[src/rtl/ijls_consts.svh]
// Purpose: Constants for the indirect jump and lookup sequencer.
// Assumes: Included by the sequencer top.
// Notes:   Opcodes, field positions, reset values and divider counts.
`ifndef IJLS_CONSTS_SVH
`define IJLS_CONSTS_SVH

`define IJLS_OP_IJUMP   8'hFF
`define IJLS_OP_LOOKUP  8'hBF
`define IJLS_OP_RET     8'h48
`define IJLS_OP_RETSKP  8'h49
`define IJLS_OP_XCHG    8'h4F
`define IJLS_OP_PFX     8'h33
`define IJLS_HI_LONG    4'h6
`define IJLS_JMP_SEL    3'h0
`define IJLS_JSR_SEL    3'h4
`define IJLS_SUB_PAGE   3'h2
`define IJLS_SUB_GRP    2'h1
`define IJLS_PC_RST     9'h000
`define IJLS_PC_ONE     9'h001
`define IJLS_EN_SHIFT   0
`define IJLS_SEL_XTAL   2'h0
`define IJLS_DIV8_LAST  3'h7
`define IJLS_DIV4_LAST  3'h3

`endif

[src/rtl/ijls_pkg.sv]
// Purpose: Types shared by the sequencer.
// Assumes: Nothing beyond the constants header.
// Notes:   Gray codes along the usual state path.
package ijls_pkg;

    typedef enum logic [1:0]
    {
        ST_EXEC = 2'h0,
        ST_OPER = 2'h1,
        ST_IND  = 2'h2
    } ijls_state_t;

    typedef struct packed
    {
        logic [3:0] acc;
        logic [3:0] ram;
    } ijls_data_t;

endpackage

[src/rtl/ijls_top.sv]
// Purpose: Program sequencer with indirect jump, lookup and serial exchange.
// Assumes: ROM answers combinationally to ROM_ADDR_O within one core cycle.
// Notes:   All sequencing happens on the instruction tick.
`timescale 1ns/1ps
`include "ijls_consts.svh"

module ijls_top
(
    input  wire logic                CORE_CLK_I,
    input  wire logic                RST_I,
    input  wire logic [1:0]          CLK_SEL_I,
    input  wire logic [7:0]          ROM_DATA_I,
    input  wire ijls_pkg::ijls_data_t DATA_I,
    input  wire logic [3:0]          EN_I,
    input  wire logic                SKIP_I,
    input  wire logic                CARRY_I,
    input  wire logic                SI_PIN_I,
    input  wire logic                SO_PIN_I,
    output logic      [8:0]          ROM_ADDR_O,
    output logic      [7:0]          Q_O,
    output logic      [3:0]          ACC_O,
    output logic                     ACC_WE_O,
    output logic                     SER_CLK_O,
    output logic                     SO_O,
    output logic      [7:0]          INSTR_O,
    output logic                     EXEC_O,
    output logic                     TEST_RAM_O,
    output logic                     TEST_ROM_O
);
    import ijls_pkg::*;

    // ****************************************
    // Instruction clock divider
    // ****************************************
    logic [2:0]  cnt_reg;
    logic [2:0]  cnt_next;
    wire  [2:0]  div_last;
    wire         tick;
    wire         sclk_phase;

    assign div_last = (CLK_SEL_I == `IJLS_SEL_XTAL) ? `IJLS_DIV8_LAST : `IJLS_DIV4_LAST;
    assign tick     = (cnt_reg >= div_last);
    assign cnt_next = tick ? 3'h0 : cnt_reg + 3'h1;
    assign sclk_phase = (cnt_reg <= {1'b0, div_last[2:1]});

    always_ff @(posedge CORE_CLK_I)
    begin
        if (RST_I)
            cnt_reg <= 3'h0;
        else
            cnt_reg <= cnt_next;
    end

    // ****************************************
    // Pin synchronisers
    // ****************************************
    logic [2:0]  si_sync_reg;
    logic [2:0]  so_sync_reg;
    logic        si_st_reg;
    logic        so_st_reg;
    logic        si_st_next;
    logic        so_st_next;

    // A change counts only once the second and third stages agree.
    assign si_st_next = (si_sync_reg[1] == si_sync_reg[2]) ? si_sync_reg[2] : si_st_reg;
    assign so_st_next = (so_sync_reg[1] == so_sync_reg[2]) ? so_sync_reg[2] : so_st_reg;

    always_ff @(posedge CORE_CLK_I)
    begin
        if (RST_I)
        begin
            si_sync_reg <= 3'h0;
            so_sync_reg <= 3'h0;
            si_st_reg   <= 1'b0;
            so_st_reg   <= 1'b0;
        end
        else
        begin
            si_sync_reg <= {si_sync_reg[1:0], SI_PIN_I};
            so_sync_reg <= {so_sync_reg[1:0], SO_PIN_I};
            si_st_reg   <= si_st_next;
            so_st_reg   <= so_st_next;
        end
    end

    // ****************************************
    // Instruction decode
    // ****************************************
    ijls_state_t st_reg;
    ijls_state_t st_next;
    logic [8:0]  pc_reg;
    logic [8:0]  pc_next;
    logic [8:0]  stk_up_reg;
    logic [8:0]  up_next;
    logic [8:0]  stk_lo_reg;
    logic [8:0]  lo_next;
    logic        skip_reg;
    logic        skip_next;
    logic [7:0]  op_reg;
    logic        opsk_reg;
    logic        opsk_next;
    logic        kind_reg;
    logic        kind_next;
    wire  [7:0]  op;
    wire  [8:0]  pc_inc;
    wire  [8:0]  ind_addr;
    wire         is_long;
    wire         in_sub;
    wire         is_jmp;
    wire         is_jsr;
    wire         ex;
    wire         ex_xchg;
    wire         ex_ijump;
    wire         ex_lq;
    wire         ex_retskp;
    wire         exec_next;

    assign op       = ROM_DATA_I;
    assign pc_inc   = pc_reg + `IJLS_PC_ONE;
    assign ind_addr = {pc_inc[8], DATA_I.acc, DATA_I.ram};
    assign is_long  = (op == `IJLS_OP_PFX) || (op[7:4] == `IJLS_HI_LONG);
    // group field is PC bits 8 to 7.
    assign in_sub   = (pc_inc[8:7] == `IJLS_SUB_GRP);
    assign is_jmp   = (op_reg[7:4] == `IJLS_HI_LONG) && (op_reg[3:1] == `IJLS_JMP_SEL);
    assign is_jsr   = (op_reg[7:4] == `IJLS_HI_LONG) && (op_reg[3:1] == `IJLS_JSR_SEL);
    assign ex       = tick && (st_reg == ST_EXEC) && !skip_reg;
    assign ex_xchg   = ex && (op == `IJLS_OP_XCHG);
    assign ex_ijump  = ex && (op == `IJLS_OP_IJUMP);
    assign ex_lq     = ex && (op == `IJLS_OP_LOOKUP);
    assign ex_retskp = ex && (op == `IJLS_OP_RETSKP);
    assign exec_next = ex || (tick && (st_reg == ST_OPER) && !opsk_reg);

    // ****************************************
    // Sequencer
    // ****************************************
    always_comb
    begin
        st_next   = st_reg;
        pc_next   = pc_reg;
        up_next   = stk_up_reg;
        lo_next   = stk_lo_reg;
        skip_next = skip_reg;
        opsk_next = opsk_reg;
        kind_next = kind_reg;
        unique case (st_reg)
            ST_EXEC:
            begin
                pc_next = pc_inc;
                // skipped bytes cost one cycle each.
                if (skip_reg)
                begin
                    skip_next = 1'b0;
                    if (is_long)
                    begin
                        st_next   = ST_OPER;
                        opsk_next = 1'b1;
                    end
                end
                else if (op == `IJLS_OP_IJUMP)
                begin
                    pc_next   = ind_addr;
                    st_next   = ST_IND;
                    kind_next = 1'b0;
                end
                else if (op == `IJLS_OP_LOOKUP)
                begin
                    up_next   = pc_inc;
                    lo_next   = stk_up_reg;
                    pc_next   = ind_addr;
                    st_next   = ST_IND;
                    kind_next = 1'b1;
                end
                else if ((op == `IJLS_OP_RET) || (op == `IJLS_OP_RETSKP))
                begin
                    pc_next   = stk_up_reg;
                    up_next   = stk_lo_reg;
                    skip_next = (op == `IJLS_OP_RETSKP);
                end
                else if (is_long)
                begin
                    st_next   = ST_OPER;
                    opsk_next = 1'b0;
                end
                else if (op[7] && in_sub)
                    pc_next = {pc_inc[8:7], op[6:0]};
                else if (op[7] && op[6])
                    pc_next = {pc_inc[8:6], op[5:0]};
                else if (op[7])
                begin
                    up_next = pc_inc;
                    lo_next = stk_up_reg;
                    pc_next = {`IJLS_SUB_PAGE, op[5:0]};
                end
                else
                    skip_next = SKIP_I;
            end
            ST_OPER:
            begin
                st_next = ST_EXEC;
                pc_next = pc_inc;
                if (!opsk_reg && is_jmp)
                    pc_next = {op_reg[0], op};
                else if (!opsk_reg && is_jsr)
                begin
                    up_next = pc_inc;
                    lo_next = stk_up_reg;
                    pc_next = {op_reg[0], op};
                end
                else if (!opsk_reg)
                    skip_next = SKIP_I;
            end
            ST_IND:
            begin
                st_next = ST_EXEC;
                if (kind_reg)
                begin
                    pc_next = stk_up_reg;
                    up_next = stk_lo_reg;
                end
                else
                    pc_next = {pc_reg[8], op};
            end
            default:
                st_next = ST_EXEC;
        endcase
    end

    // two cycles for jump and lookup.
    always_ff @(posedge CORE_CLK_I)
    begin
        if (RST_I)
        begin
            st_reg     <= ST_EXEC;
            pc_reg     <= `IJLS_PC_RST;
            stk_up_reg <= `IJLS_PC_RST;
            stk_lo_reg <= `IJLS_PC_RST;
            skip_reg   <= 1'b0;
            opsk_reg   <= 1'b0;
            kind_reg   <= 1'b0;
            op_reg     <= 8'h00;
        end
        else if (tick)
        begin
            st_reg     <= st_next;
            pc_reg     <= pc_next;
            stk_up_reg <= up_next;
            stk_lo_reg <= lo_next;
            skip_reg   <= skip_next;
            opsk_reg   <= opsk_next;
            kind_reg   <= kind_next;
            op_reg     <= op;
        end
    end

    // ****************************************
    // Serial register and output latches
    // ****************************************
    logic [3:0]  ser_reg;
    logic [3:0]  ser_next;
    logic        sclk_lat_reg;
    logic        si_old_reg;
    wire         shift_mode;
    wire         si_fall;

    // enable bit picks shift or count.
    assign shift_mode = EN_I[`IJLS_EN_SHIFT];
    assign si_fall    = si_old_reg && !si_st_reg;
    // exchange wins over shift or count.
    assign ser_next   = ex_xchg ? DATA_I.acc :
                        (shift_mode && tick) ? {ser_reg[2:0], si_st_reg} :
                        (!shift_mode && si_fall) ? ser_reg + 4'h1 : ser_reg;

    always_ff @(posedge CORE_CLK_I)
    begin
        if (RST_I)
        begin
            ser_reg     <= 4'h0;
            si_old_reg  <= 1'b0;
            sclk_lat_reg <= 1'b0;
            ROM_ADDR_O  <= `IJLS_PC_RST;
            Q_O         <= 8'h00;
            ACC_O       <= 4'h0;
            ACC_WE_O    <= 1'b0;
            SER_CLK_O   <= 1'b0;
            SO_O        <= 1'b0;
            INSTR_O     <= 8'h00;
            EXEC_O      <= 1'b0;
            TEST_RAM_O  <= 1'b0;
            TEST_ROM_O  <= 1'b0;
        end
        else
        begin
            ser_reg     <= ser_next;
            si_old_reg  <= si_st_reg;
            ROM_ADDR_O  <= tick ? pc_next : ROM_ADDR_O;
            ACC_WE_O    <= ex_xchg;
            EXEC_O      <= exec_next;
            if (ex_xchg)
                ACC_O <= ser_reg;
            if (ex_xchg)
                sclk_lat_reg <= CARRY_I;
            SER_CLK_O   <= shift_mode ? (sclk_lat_reg && sclk_phase) : sclk_lat_reg;
            SO_O        <= shift_mode && ser_reg[3];
            if (exec_next)
                INSTR_O <= op;
            if (tick && (st_reg == ST_IND) && kind_reg)
                Q_O <= op;
            TEST_RAM_O  <= so_st_reg && si_st_reg;
            TEST_ROM_O  <= so_st_reg && !si_st_reg;
        end
    end

    // ****************************************
    // Assertions
    // ****************************************
    property p_xchg;
        @(posedge CORE_CLK_I) disable iff (RST_I)
        ex_xchg |=> (ser_reg == $past(DATA_I.acc)) && (ACC_O == $past(ser_reg)) && ACC_WE_O;
    endproperty
    a_xchg: assert property (p_xchg) else $error("exchange failed");

    property p_div;
        @(posedge CORE_CLK_I) disable iff (RST_I)
        tick |=> !tick [*3];
    endproperty
    a_div: assert property (p_div) else $error("tick too close");

    // The jump's own pulse stands first; the second cycle brings no pulse.
    property p_ijump_two;
        @(posedge CORE_CLK_I) disable iff (RST_I)
        ex_ijump |=> (st_reg == ST_IND) && EXEC_O ##1 !EXEC_O ##[2:6] tick
            ##1 (st_reg == ST_EXEC) && !EXEC_O;
    endproperty
    a_ijump_two: assert property (p_ijump_two) else $error("jump length wrong");

    property p_ijump_pc;
        @(posedge CORE_CLK_I) disable iff (RST_I)
        tick && (st_reg == ST_IND) && !kind_reg |=>
            (pc_reg[7:0] == $past(op)) && (pc_reg[8] == $past(pc_reg[8]));
    endproperty
    a_ijump_pc: assert property (p_ijump_pc) else $error("jump target wrong");

    property p_lq_q;
        @(posedge CORE_CLK_I) disable iff (RST_I)
        tick && (st_reg == ST_IND) && kind_reg |=>
            (Q_O == $past(op)) && (pc_reg == $past(stk_up_reg));
    endproperty
    a_lq_q: assert property (p_lq_q) else $error("lookup latch wrong");

    property p_lq_stack;
        @(posedge CORE_CLK_I) disable iff (RST_I)
        tick && (st_reg == ST_IND) && kind_reg |=> (stk_up_reg == stk_lo_reg);
    endproperty
    a_lq_stack: assert property (p_lq_stack) else $error("lookup stack wrong");

    property p_skip;
        @(posedge CORE_CLK_I) disable iff (RST_I)
        tick && (st_reg == ST_EXEC) && skip_reg |=> (pc_reg == $past(pc_inc)) && !EXEC_O;
    endproperty
    a_skip: assert property (p_skip) else $error("skip wrong");

    property p_retskp;
        @(posedge CORE_CLK_I) disable iff (RST_I)
        ex_retskp |=> skip_reg && (pc_reg == $past(stk_up_reg));
    endproperty
    a_retskp: assert property (p_retskp) else $error("return skip wrong");

    property p_test;
        @(posedge CORE_CLK_I) disable iff (RST_I)
        so_st_reg && si_st_reg |=> TEST_RAM_O && !TEST_ROM_O;
    endproperty
    a_test: assert property (p_test) else $error("test mode wrong");

endmodule // ijls_top

[config.mk]
export PLATFORM = sky130hd
export DESIGN_NAME = ijls_top
export DESIGN_NICKNAME = d
export VERILOG_FILES = /design/src/rtl/ijls_pkg.sv /design/src/rtl/ijls_top.sv
export VERILOG_INCLUDE_DIRS = /design/src /design/src/rtl
export SDC_FILE = /design/constraint.sdc
export NUM_CORES = 1
export LEC_CHECK = 0
export BUFFER_PORTS_ARGS = -buffer_cell sky130_fd_sc_hd__clkbuf_2
export CELL_PAD_IN_SITES_DETAIL_PLACEMENT = 0
export CELL_PAD_IN_SITES_GLOBAL_PLACEMENT = 1
export CORE_ASPECT_RATIO = 0.6
export CORE_MARGIN = 4
export CORE_UTILIZATION = 40
export CTS_BUF_LIST = sky130_fd_sc_hd__clkbuf_2 sky130_fd_sc_hd__clkbuf_4 sky130_fd_sc_hd__clkbuf_8
export CTS_CLUSTER_DIAMETER = 50
export DETAILED_ROUTE_END_ITERATION = 10
export PLACE_DENSITY = 0.77
export SYNTH_ARGS = -nofsm -noshare
export SYNTH_HDL_FRONTEND = slang
export SYNTH_SLANG_ARGS = --single-unit
export TNS_END_PERCENT = 1
[constraint.sdc]
create_clock -name CORE_CLK_I -period 2.3 [get_ports CORE_CLK_I]
set_clock_uncertainty 0.15 [all_clocks]
set_input_delay 0.115 -clock CORE_CLK_I [delete_from_list [all_inputs] [get_ports CORE_CLK_I]]
set_output_delay 0.115 -clock CORE_CLK_I [all_outputs]
set_load 0.05 [all_outputs]
======== Word-level counts from Yosys, hierarchy flattened ========
Index checks and enable logic that the tools add are counted.
cells by class
  add/sub/neg operators ................... 3
  $lt $le $gt $ge ......................... 2
  equality and inequality tests ........... 34
  mux-type cells .......................... 66
  bitwise logic cells ..................... 1
  reductions and logical operators ........ 43
operators with widths
  cell                                                   count
  two-way mux 9 bit                                      32
  one-hot mux 9 bit (3 select lines)                     2
  equality test 8 x 7 -> 1 bit, second input constant    3
  AND reduction 11 bit                                   2
  logical AND 1 bit                                      20
  two-way mux 1 bit                                      20
  inequality test 2 bit, second input constant           9
  one-hot mux 9 bit (2 select lines)                     1
  equality test 8 bit, second input constant             2
  two-way mux 2 bit                                      6
  two-way mux 4 bit                                      3
  adder 9 x 1 -> 9 bit, second input constant            1
  inequality test 3 bit, second input constant           3
  equality test 4 x 3 -> 1 bit, second input constant    2
  equality test 8 x 6 -> 1 bit, second input constant    1
  inequality test 4 x 2 -> 1 bit, second input constant  2
  inequality test 4 bit, second input constant           2
  inequality test 3 x 2 -> 1 bit, second input constant  2
  AND reduction 6 bit                                    1
  nonzero test 3 bit                                     2
  inequality test 5 bit, second input constant           1
  AND reduction 5 bit                                    1
  adder 4 x 1 -> 4 bit, second input constant            1
  equality test 2 x 1 -> 1 bit, second input constant    2
  other kinds (19)                                       28
word-level totals
  register bits ........................... 83
  input bits .............................. 28
  output and inout port bits .............. 35
  logic and storage cells ................. 175

======== Depth between registers and ports, before layout ========
Gate-level depths: netlist of the first run.
  depth in word-level cells ............... 10
  depth in mapped cells ................... 9

======== Least setup slack after synthesis of the first run ========
OpenSTA, ideal clock, no wires.
  path kind ............................... reg-to-reg
  start ................................... reg ROM_ADDR_O[0] (netlist name)
  end ..................................... reg stk_lo_reg[7]
  library setup time ...................... 0.128 ns
  arrival ................................. 2.262 ns
  slack ................................... -0.239 ns
  cell stages (with the launch flop) ...... 9
  clock period less this slack ............ 2.539 ns
  cell sequence ........................... dfxtp_1 > ha_1 > nand2_1 > nor4b_1 > a21oi_1 > o211ai_1 > buf_2 > mux2i_1 > nor2_1
RTL lines
  element               line             text
  to (signal assigned)  ijls_top.sv:236  stk_lo_reg <= `IJLS_PC_RST;
  to (signal assigned)  ijls_top.sv:247  stk_lo_reg <= lo_next;
  to (decl)             ijls_top.sv:95   logic [8:0] stk_lo_reg;

======== Worst setup path after layout of the first run ========
  start ................................... reg op_reg[1]
  end ..................................... reg stk_up_reg[6]
on the way
  longest elaborated chain between the ends .. 5
ends and longest elaborated chain
  element                                                                                          line                              text
  from (decl)                                                                                      ijls_top.sv:99                    logic [7:0] op_reg;
  from (signal assigned)                                                                           ijls_top.sv:251                   op_reg <= op;
  equality test 3 bit (no source line) / zero test 3 bit (equally long branches)                   --
  logical AND 1 bit (on tied branches)                                                             ijls_top.sv:125, ijls_top.sv:124
  logical AND 1 bit (on tied branches)                                                             ijls_top.sv:203, ijls_top.sv:201
  inequality test 2 x 1 -> 1 bit (no source line) / inequality test 2 bit (equally long branches)  --
  AND reduction 11 bit (no source line) *                                                          --
  to (signal assigned)                                                                             ijls_top.sv:235                   stk_up_reg <= `IJLS_PC_RST;
  to (signal assigned)                                                                             ijls_top.sv:246                   stk_up_reg <= up_next;
  to (decl)                                                                                        ijls_top.sv:93                    logic [8:0] stk_up_reg;
Mark *: on every way between the ends. The rest lies on a longest branch, timed or not.
A chain may end at the register's enable or synchronous reset.

==> results.json, run 1 <==
{
  "p_per_area_nw_per_um2": 738,
  "grt_pass1_vias": 4133,
  "insertion_delay_ps": 370,
  "num-fill-cells": 975,
  "antenna_found_initial": 0,
  "synth_top_area_cell": "dfxtp_1",
  "max_stage_delay_ps": 540,
  "critPathArrivalTime_ps": 2660,
  "utilization_pct": 54.2,
  "cts_tree": "yes",
  "rsz0062_at_grt": "yes",
  "min_path_type": "in2reg",
  "rr_worst_depth": 6,
  "cp_max_fo": 9,
  "netlist_area_um2": 4300,
  "slew_viol_final": 0,
  "start_kind": "flop",
  "postSynthAreaPerCell_um2": 8.09,
  "layout.nets": 679,
  "worstHoldStart": "ROM_DATA_I[2]",
  "yosys_warnings": 0,
  "ys_seq_elements": 83,
  "synth_top_area_share_pct": 38.7,
  "fin_crit_ps": 2560,
  "dp_slack_ps": -259,
  "drt_iter0_markers": 516,
  "grt_pass1_wl_mm": 22.5,
  "finalSetupViolCount": 19,
  "synth.top_cells.by_area": "dfxtp_1 39%, mux2i_1 8.4%, nand2_1 8.0%",
  "outcome": "complete, but fails checks",
  "postSynthCellCount": 531,
  "synthDistinctLibCells": 61,
  "timing.final.crit_share_pct": 111,
  "gr-total-overflow": 0,
  "async_flop_share_pct": 0,
  "leakagePower_nw": 2.31,
  "cp_cell_sequence": "or4b_4 -> or4_4 -> a2111oi_4 -> o221ai_4 -> mux2i_1 -> nor2_1",
  "die_width_um": 142,
  "critPathKind": "reg2reg",
  "synth_ff_type": "dfxtp_1",
  "whs_endpoint": "INSTR_O[2]$_SDFFE_PP0P_",
  "post_dp_cell_area_um2": 5090,
  "slew_headroom_pct": 48.0,
  "row_count": 28,
  "post-dp-hpwl_mm": 10.9,
  "r2r-end": "stk_up_reg[6]$_SDFFE_PP0P_",
  "post_drt_wl_per_cell_um": 18.4,
  "vias": 4434,
  "fin_area_um2": 5510,
  "ir_drop_uv": 605,
  "clockBufferDepth": 2,
  "violations": "negative setup slack",
  "grt_start_max_net_pins": 56,
  "path_clk_slew_ps": 90,
  "drv_cap": 0,
  "routed_via_density": 5.67,
  "drive_gt1_share_pct": 24.6,
  "r2r-start": "op_reg[1]$_SDFFE_PP0N_",
  "htreeDepth": 3,
  "core_area_um2": 10200,
  "gp_congestion": 0.976,
  "die_y_um": 88.3,
  "crit_required_ps": 2400,
  "dieArea_um2": 12500,
  "drcViolationCount": 0,
  "drt-pass1-iter-count": 7,
  "cts_root_buf": "clkbuf_8",
  "endpoint_kind": "flop",
  "finalWorstSetupSlack_ps": -260,
  "setup-tns-final_ps": -3790,
  "hold_viol": 0,
  "start_util_pct": 42.3,
  "syn_nets": 568,
  "slowest_stage": "or4b_4",
  "reg2reg_slack_ps": -260,
  "fmax_ghz": 0.391,
  "globalRouteTotalUtil_pct": 23.3,
  "drt-total-wl_mm": 14.4,
  "diodes": 0,
  "port_buffers": 59,
  "synth_edf_count": 0,
  "io_pins": 63,
  "ant_nets": 0,
  "syn2layout_area_growth_pct": 28.2,
  "tightestPinTransition_ps": 775,
  "clock_sinks": 83,
  "seq_area_frac_synth_pct": 38.7,
  "min_path_cells": 3,
  "report.power.total_mw": 4.06,
  "cts-buffers-inserted": 9
}
[metrics by stage]
| step | hold WS, ps | instances |
|---|---|---|
| 6_report | 34.6 | 782 |
| 5_1_grt | 44.8 | 782 |
| 4_1_cts | 14.1 | 782 |
| 3_5_place_dp | 183 | 751 |
| 3_3_place_gp | 172 | 751 |
| 2_1_floorplan | 44.1 | 531 |
[where the power goes]
part | internal (mW) | switching (mW) | leakage, nW | total, mW
Clock | 0.548 | 0.559 | 0.103 | 1.11
Combinational | 0.488 | 0.844 | 1.53 | 1.33
Sequential | 1.55 | 0.0755 | 0.676 | 1.63
Total | 2.59 | 1.48 | 2.31 | 4.06
[layout by cell type (no fill, tap or decap), types with 3 or more instances in the layout]
master / n
dfxtp_2: 9
a21o_1: 5
inv_1: 18
ha_1: 9
a211oi_1: 4
dfxtp_1: 74
nor2b_1: 10
nand4_1: 5
and4_1: 3
clkbuf_8: 10
a31oi_1: 4
xor2_1: 5
xnor2_1: 4
and2_1: 6
clkbuf_2: 59
o21ai_0: 26
a21oi_1: 42
a221oi_1: 4
nand2_1: 91
buf_4: 57
nor3b_1: 4
a32o_1: 3
dlygate4sd3_1: 15
and3_1: 4
o2111ai_1: 5
o22ai_1: 3
nand3_1: 8
o211ai_1: 8
nor2_1: 50
nand2b_1: 4
nor3_1: 7
mux2i_1: 36
[final cells by class]
cell class | instances | area, um^2 | share of cell area [%]
flip-flops and latches | 83 | 1670 | 30.4
repair buffers | 132 | 893 | 16.2
clock inverters | 5 | 60.1 | 1.09
clock buffers | 11 | 145 | 2.64
well taps | 135 | 169 | 3.07
inverters | 18 | 67.6 | 1.23
multi-input cells | 398 | 2500 | 45.4
[kinds of logic (layout without fill, tap and decap cells)]
family / after synthesis / after routing / share of synthesized area, %
compound gates: 134 / 134 / 21.1
xor+xnor: 10 / 10 / 2.04
fa+ha+maj: 9 / 9 / 2.62
buf+inv: 50 / 166 / 4.57
flops: 83 / 83 / 38.7
mux: 37 / 37 / 8.65
simple gates: 208 / 208 / 22.4
[Yosys cell counts, types with 2 or more instances]
| cell | n |
|---|---|
| a2111oi_0 | 3 |
| a211oi_1 | 4 |
| a21o_1 | 5 |
| a21oi_1 | 43 |
| a221oi_1 | 4 |
| a311oi_1 | 2 |
| a31oi_1 | 4 |
| a32o_1 | 3 |
| a32oi_1 | 2 |
| and2_1 | 6 |
| and3_1 | 4 |
| and4_1 | 3 |
| buf_1 | 3 |
| clkbuf_1 | 27 |
| dfxtp_1 | 83 |
| ha_1 | 9 |
| inv_1 | 18 |
| mux2i_1 | 36 |
| nand2_1 | 92 |
| nand2b_1 | 4 |
| nand3_1 | 8 |
| nand4_1 | 5 |
| nor2_1 | 51 |
| nor2b_1 | 10 |
| nor3_1 | 9 |
| nor3b_1 | 4 |
| nor4_1 | 2 |
| nor4b_1 | 2 |
| o2111ai_1 | 5 |
| o211ai_1 | 8 |
| o21ai_0 | 26 |
| o221ai_1 | 2 |
| o22ai_1 | 3 |
| o311a_1 | 2 |
| o31ai_1 | 3 |
| o41ai_1 | 2 |
| or3_1 | 2 |
| xnor2_1 | 5 |
| xor2_1 | 5 |
[worst max path at each step]
stage / start / to / slack, ps / depth (start not counted)
3_5_place_dp: CLK_SEL_I[1] / ROM_ADDR_O[4]$_SDFFE_PP0P_ / -260 / 9
6_report: op_reg[1]$_SDFFE_PP0N_ / stk_up_reg[6]$_SDFFE_PP0P_ / -260 / 6
4_1_cts: op_reg[1]$_SDFFE_PP0N_ / stk_up_reg[6]$_SDFFE_PP0P_ / -250 / 6
3_3_place_gp: CLK_SEL_I[1] / ROM_ADDR_O[4]$_SDFFE_PP0P_ / -240 / 9
2_1_floorplan: op_reg[1]$_SDFFE_PP0N_ / stk_up_reg[0]$_SDFFE_PP0P_ / -20 / 7
5_1_grt: op_reg[1]$_SDFFE_PP0N_ / stk_up_reg[3]$_SDFFE_PP0P_ / -340 / 6
[critical path: cells and delay by family (launching register included)]
family	cells	cell delay, ps
DFF	1	330
and+or+nand+nor	3	1050
muxes	1	230
AOI/OAI and AO/OA	2	670
[timing repair]
action                                  4_1_cts  5_1_grt
hold endpoints to repair                     19        0
setup buffers                                 0        0
hold buffers                                 15        0
endpoints found under the setup margin       33       31
pin swaps                                     0        2
gates cloned                                  0        0
gates resized for setup                       4       10
[per-layer routing]
metal / global-route usage (%) / part of all wire, %
met1: 36.3 / 50
met3: 8.32 / 12
met4: 4.27 / 1.5
met2: 30.4 / 36
met5: 0 / 0
Power figures use the tool's default switching activity.
==> inputs of run 2 (changes only) <==
==> constraint.sdc (replaced) <==
create_clock -name CORE_CLK_I -period 2.3 [get_ports CORE_CLK_I]
set_clock_uncertainty 0.15 [all_clocks]
set_input_delay 0.115 -clock CORE_CLK_I [delete_from_list [all_inputs] [get_ports CORE_CLK_I]]
set_output_delay 0.115 -clock CORE_CLK_I [all_outputs]
set_load 0.02 [all_outputs]
==> run 2 against run 1 <==
The flow still finishes with violations (negative setup slack). Highest routed layer unchanged. Clock power is essentially flat. Critical path type unchanged. Power shrank 2.6%. Count of clock-buffer cells in the layout is the same. Global-route usage is essentially flat. Critical path depth is the same.
==> results.json, run 2 (synthesis gave the netlist of run 1 again) <==
{
  "violations": "negative setup slack",
  "die_width_um": 142,
  "p_clk_share_pct": 28.1,
  "drive_gt1_share_pct": 23.4,
  "clockBufferDepth": 2,
  "rr_worst_depth": 6,
  "leakagePower_nw": 2.29,
  "crit_required_ps": 2390,
  "min_path_type": "in2reg",
  "mostFrequentLayoutCell": "nand2_1",
  "htreeDepth": 3,
  "internal_power_mw": 2.60,
  "critPathArrivalTime_ps": 2640,
  "worstHoldStart": "ROM_DATA_I[3]",
  "dp_slack_ps": -249,
  "critical_path_buf_inv_count": 0,
  "p_per_area_nw_per_um2": 722,
  "max_stage_delay_ps": 530,
  "power_frac_comb_pct": 30.8,
  "insertion_delay_ps": 370,
  "syn2layout_area_growth_pct": 27.7,
  "diodes": 0,
  "port_buffers": 59,
  "endpoint_kind": "flop",
  "finalSetupViolCount": 18,
  "clock_sinks": 83,
  "outcome": "complete, but fails checks",
  "path_clk_slew_ps": 90,
  "hold_viol": 0,
  "drt-total-wl_mm": 14.3,
  "antenna_found_initial": 0,
  "grt_start_max_net_pins": 53,
  "post_drt_wl_per_cell_um": 18.4,
  "layout.nets": 677,
  "finalWorstSetupSlack_ps": -255,
  "io_pins": 63,
  "setup-tns-final_ps": -2880,
  "cts_root_buf": "clkbuf_8",
  "slew_viol_final": 0,
  "ir_drop_uv": 395,
  "num-fill-cells": 997,
  "start_kind": "flop",
  "whs_endpoint": "Q_O[3]$_SDFFE_PP0P_",
  "post-dp-hpwl_mm": 10.7,
  "dieArea_um2": 12500,
  "switchingPower_mw": 1.35,
  "gp_congestion": 0.974,
  "r2r-start": "op_reg[1]$_SDFFE_PP0N_",
  "cts_tree": "yes",
  "reg2reg_slack_ps": -250,
  "cp_cell_sequence": "or4b_4 -> or4_4 -> a2111oi_4 -> o221ai_4 -> mux2i_1 -> nor2_1",
  "drt-pass1-iter-count": 5,
  "ant_nets": 0,
  "p_seq_share_pct": 41.1,
  "timing.final.crit_share_pct": 111,
  "gr-total-overflow": 0,
  "vias": 4422,
  "start_util_pct": 42.3,
  "slew_headroom_pct": 49.2,
  "cts-buffers-inserted": 9,
  "core_area_um2": 10200,
  "r2r-end": "stk_up_reg[2]$_SDFFE_PP0P_",
  "fin_crit_ps": 2550,
  "utilization_pct": 54.0,
  "cp_top_family": "simple AND/OR/NAND/NOR gates",
  "grt_pass1_wl_mm": 22.4,
  "min_path_cells": 3,
  "row_count": 28,
  "grt_pass1_vias": 4010,
  "drcViolationCount": 0,
  "cp_max_fo": 9,
  "layout_common_cells": "92 x nand2_1, 82 x dfxtp_1, 59 x clkbuf_2",
  "rsz0062_at_grt": "yes",
  "hold_ws_ps": 28.6,
  "routed_via_density": 5.67,
  "slowest_stage": "or4b_4",
  "p_sw_share_pct": 34.2,
  "drt_iter0_markers": 594,
  "critPathKind": "reg2reg",
  "fmax_ghz": 0.391,
  "die_y_um": 88.3,
  "drv_cap": 0,
  "crit_cells": 6,
  "tightestPinTransition_ps": 755,
  "globalRouteTotalUtil_pct": 23.3
}
==> run 2: layout make-up <==
cell class | count | area [um^2] | area share (%)
clock inverters | 5 | 58.8 | 1.07
repair buffers | 130 | 867 | 15.8
flip-flops and latches | 83 | 1660 | 30.3
well taps | 135 | 169 | 3.08
inverters | 18 | 67.6 | 1.23
multi-input cells | 398 | 2510 | 45.7
clock buffers | 11 | 151 | 2.76
==> run 2: timing repair <==
item,CTS,global route
endpoints found under the hold margin,20,0
buffers inserted,0,0
gates resized for setup,3,13
pin swaps,0,4
hold buffers,14,0
setup endpoints to repair,32,37
==> run 2: power by group through the flow <==
| stage | clock network [mW] | registers (mW) | logic [mW] |
|---|---|---|---|
| after detailed placement | 0 | 1.66 | 1.13 |
| final | 1.11 | 1.63 | 1.22 |
| after global routing | 1.20 | 1.64 | 1.32 |
| after global placement | 0 | 1.65 | 1.13 |
| after CTS | 1.13 | 1.62 | 1.17 |
| after floorplan | 0 | 1.72 | 0.614 |
==> run 2: worst max-delay path by stage <==
stage,startpoint,to,slack [ps]
floorplan,op_reg[1]$_SDFFE_PP0N_,stk_up_reg[0]$_SDFFE_PP0P_,-20
global placement,op_reg[1]$_SDFFE_PP0N_,stk_up_reg[3]$_SDFFE_PP0P_,-200
detailed placement,op_reg[1]$_SDFFE_PP0N_,stk_up_reg[6]$_SDFFE_PP0P_,-250
CTS,op_reg[1]$_SDFFE_PP0N_,stk_up_reg[2]$_SDFFE_PP0P_,-250
global route,op_reg[1]$_SDFFE_PP0N_,stk_up_reg[2]$_SDFFE_PP0P_,-340
finish,op_reg[1]$_SDFFE_PP0N_,stk_up_reg[2]$_SDFFE_PP0P_,-250
==> run 2: worst min-delay path, cell delays in order <==
cell and delay [ps]:
clkbuf_2 220, nand2_1 110, a21oi_1 50
==> run 2: stage by stage <==
stage | power, mW | area [um^2] | std cells
after detailed placement | 2.79 | 5060 | 750
after global routing | 4.16 | 5480 | 780
after global placement | 2.79 | 5060 | 750
final | 3.96 | 5480 | 780
after CTS | 3.93 | 5430 | 780
after floorplan | 2.33 | 4300 | 531
==> run 2: routing by layer <==
layer	vias up	part of all wire, %	track usage, %
li1	2116	-	-
met1	2051	50	36.6
met2	236	36	29.2
met3	19	13	8.69
met4	0	1.3	5.57
met5	-	0	0
==> inputs of run 3 (changes only) <==
==> constraint.sdc (replaced) <==
create_clock -name CORE_CLK_I -period 2.3 [get_ports CORE_CLK_I]
set_clock_uncertainty 0.15 [all_clocks]
set_input_delay 0.345 -clock CORE_CLK_I [delete_from_list [all_inputs] [get_ports CORE_CLK_I]]
set_output_delay 0.345 -clock CORE_CLK_I [all_outputs]
set_load 0.02 [all_outputs]
==> run 3 against run 2 <==
The flow still finishes with violations (negative setup slack). Core utilization increased by 1.5 points. Power increased by 3.4%. Clock power increased by 7%. Global-route usage increased by 1.9 points.
==> results.json, run 3 (synthesis gave the netlist of run 1 again) <==
{
  "internal_power_mw": 2.69,
  "ir_drop_uv": 490,
  "layout_common_cells": "92 x buf_4, 91 x nand2_1, 83 x dfxtp_1",
  "ant_nets": 0,
  "use_met1_pct": 38.7,
  "timing.final.crit_share_pct": 110,
  "clockBufferDepth": 2,
  "rsz0062_at_grt": "yes",
  "globalRouteTotalUtil_pct": 25.2,
  "critPathKind": "reg2reg",
  "insertion_delay_ps": 370,
  "tightestPinTransition_ps": 609,
  "routed_via_density": 5.66,
  "power_frac_comb_pct": 31.3,
  "port_buffers": 59,
  "grt_pass1_wl_mm": 24.2,
  "drt-total-wl_mm": 15.5,
  "htreeDepth": 3,
  "endpoint_kind": "flop",
  "start_util_pct": 42.3,
  "leakagePower_nw": 2.42,
  "drt-pass1-iter-count": 5,
  "p_clk_share_pct": 29.0,
  "violations": "negative setup slack",
  "busiest_layer": "met1",
  "p_seq_share_pct": 39.7,
  "crit_required_ps": 2410,
  "p_per_area_nw_per_um2": 726,
  "post-cts-setup-buffers": 0,
  "die_y_um": 88.3,
  "clock_sinks": 83,
  "fmax_ghz": 0.395,
  "critPathArrivalTime_ps": 2640,
  "p_sw_share_pct": 34.3,
  "num-fill-cells": 1004,
  "gr-usage-met2_pct": 33.0,
  "row_count": 28,
  "cts-buffers-inserted": 9,
  "post-dp-hpwl_mm": 12.0,
  "dieArea_um2": 12500,
  "dp.cells": 787,
  "post_dp_cell_area_um2": 5350,
  "grt_start_max_net_pins": 41,
  "cts_hold_buffers": 0,
  "drt_iter0_markers": 425,
  "cts_root_buf": "clkbuf_8",
  "fin_crit_ps": 2530,
  "register_area_um2": 1660,
  "final_cells": 802,
  "io_pins": 63,
  "core_area_um2": 10200,
  "grt_pass1_vias": 4366,
  "fin_area_um2": 5640,
  "multi_input_area_um2": 2510,
  "path_clk_slew_ps": 90,
  "finalWorstSetupSlack_ps": -234,
  "reg2reg_slack_ps": -230,
  "hold_viol": 0,
  "slew_headroom_pct": 59.1,
  "grt_use_met3_pct": 8.96,
  "drive_gt1_share_pct": 28.2,
  "antenna_found_initial": 0,
  "drv_cap": 0,
  "gr-total-overflow": 0,
  "layout.nets": 700,
  "post_drt_wl_per_cell_um": 19.3,
  "mostFrequentLayoutCell": "buf_4",
  "switchingPower_mw": 1.41,
  "outcome": "complete, but fails checks",
  "diodes": 0,
  "setup-tns-final_ps": -3260,
  "drcViolationCount": 0,
  "min_path_type": "in2reg",
  "finalSetupViolCount": 20,
  "gp_congestion": 0.926,
  "die_width_um": 142,
  "hold_ws_ps": 42.5,
  "start_kind": "flop",
  "slew_viol_final": 0,
  "vias": 4538,
  "cp_max_fo": 9,
  "syn2layout_area_growth_pct": 31.2,
  "cts_tree": "yes"
}
-- run 3: metal layers --
metal  vias up  share of wire [%]
met1      2153                 51
met4         0                1.2
li1       2159                  -
met3        16                 11
met5         -                  0
met2       210                 37
-- run 3: final cells by class --
class | instances | area share, %
clock buffer | 9 | 2.20
multi-input combinational | 398 | 44.5
timing repair buffer | 153 | 18.1
tap | 135 | 3.00
inverter | 18 | 1.20
clock inverter | 6 | 1.60
sequential | 83 | 29.5
-- run 3: final timing paths --
kind | start | end | cells after the start
worst max-delay path | op_reg[1]$_SDFFE_PP0N_ | stk_up_reg[6]$_SDFFE_PP0P_ | 7
worst min-delay path | SI_PIN_I | si_sync_reg[0]$_SDFF_PP0_ | 2
worst max register to register | op_reg[1]$_SDFFE_PP0N_ | stk_up_reg[6]$_SDFFE_PP0P_ | 7
worst min register to register | ACC_O[0]$_SDFFE_PP0P_ | ACC_O[0]$_SDFFE_PP0P_ | 2
-- run 3: power groups by stage --
stage	Clock, mW	Sequential, mW	Combinational (mW)
2_1_floorplan	0	1.72	0.616
5_1_grt	1.27	1.64	1.38
3_3_place_gp	0	1.65	1.21
3_5_place_dp	0	1.66	1.23
6_report	1.19	1.63	1.28
4_1_cts	1.21	1.63	1.24
-- run 3: through the flow --
step                setup slack (ps)  power (mW)  utilization [%]
finish                          -234        4.09             55.5
floorplan                      -21.1        2.33                -
global placement                -227        2.86             52.7
detailed placement              -250        2.89             52.7
CTS                             -224        4.07             55.0
global route                    -344        4.28             55.5
-- run 3: repair_timing --
item	4_1_cts	5_1_grt
setup endpoints to repair	25	33
gates resized for setup	5	9
pin swaps	2	2
-- run 3: critical path: stages (launching register included) --
cell and delay (ps):
dfxtp_1 320, or4b_4 560, or4_4 470, a2111oi_4 340, o221ai_2 180, buf_12 180
mux2i_1 170, nor2_1 50
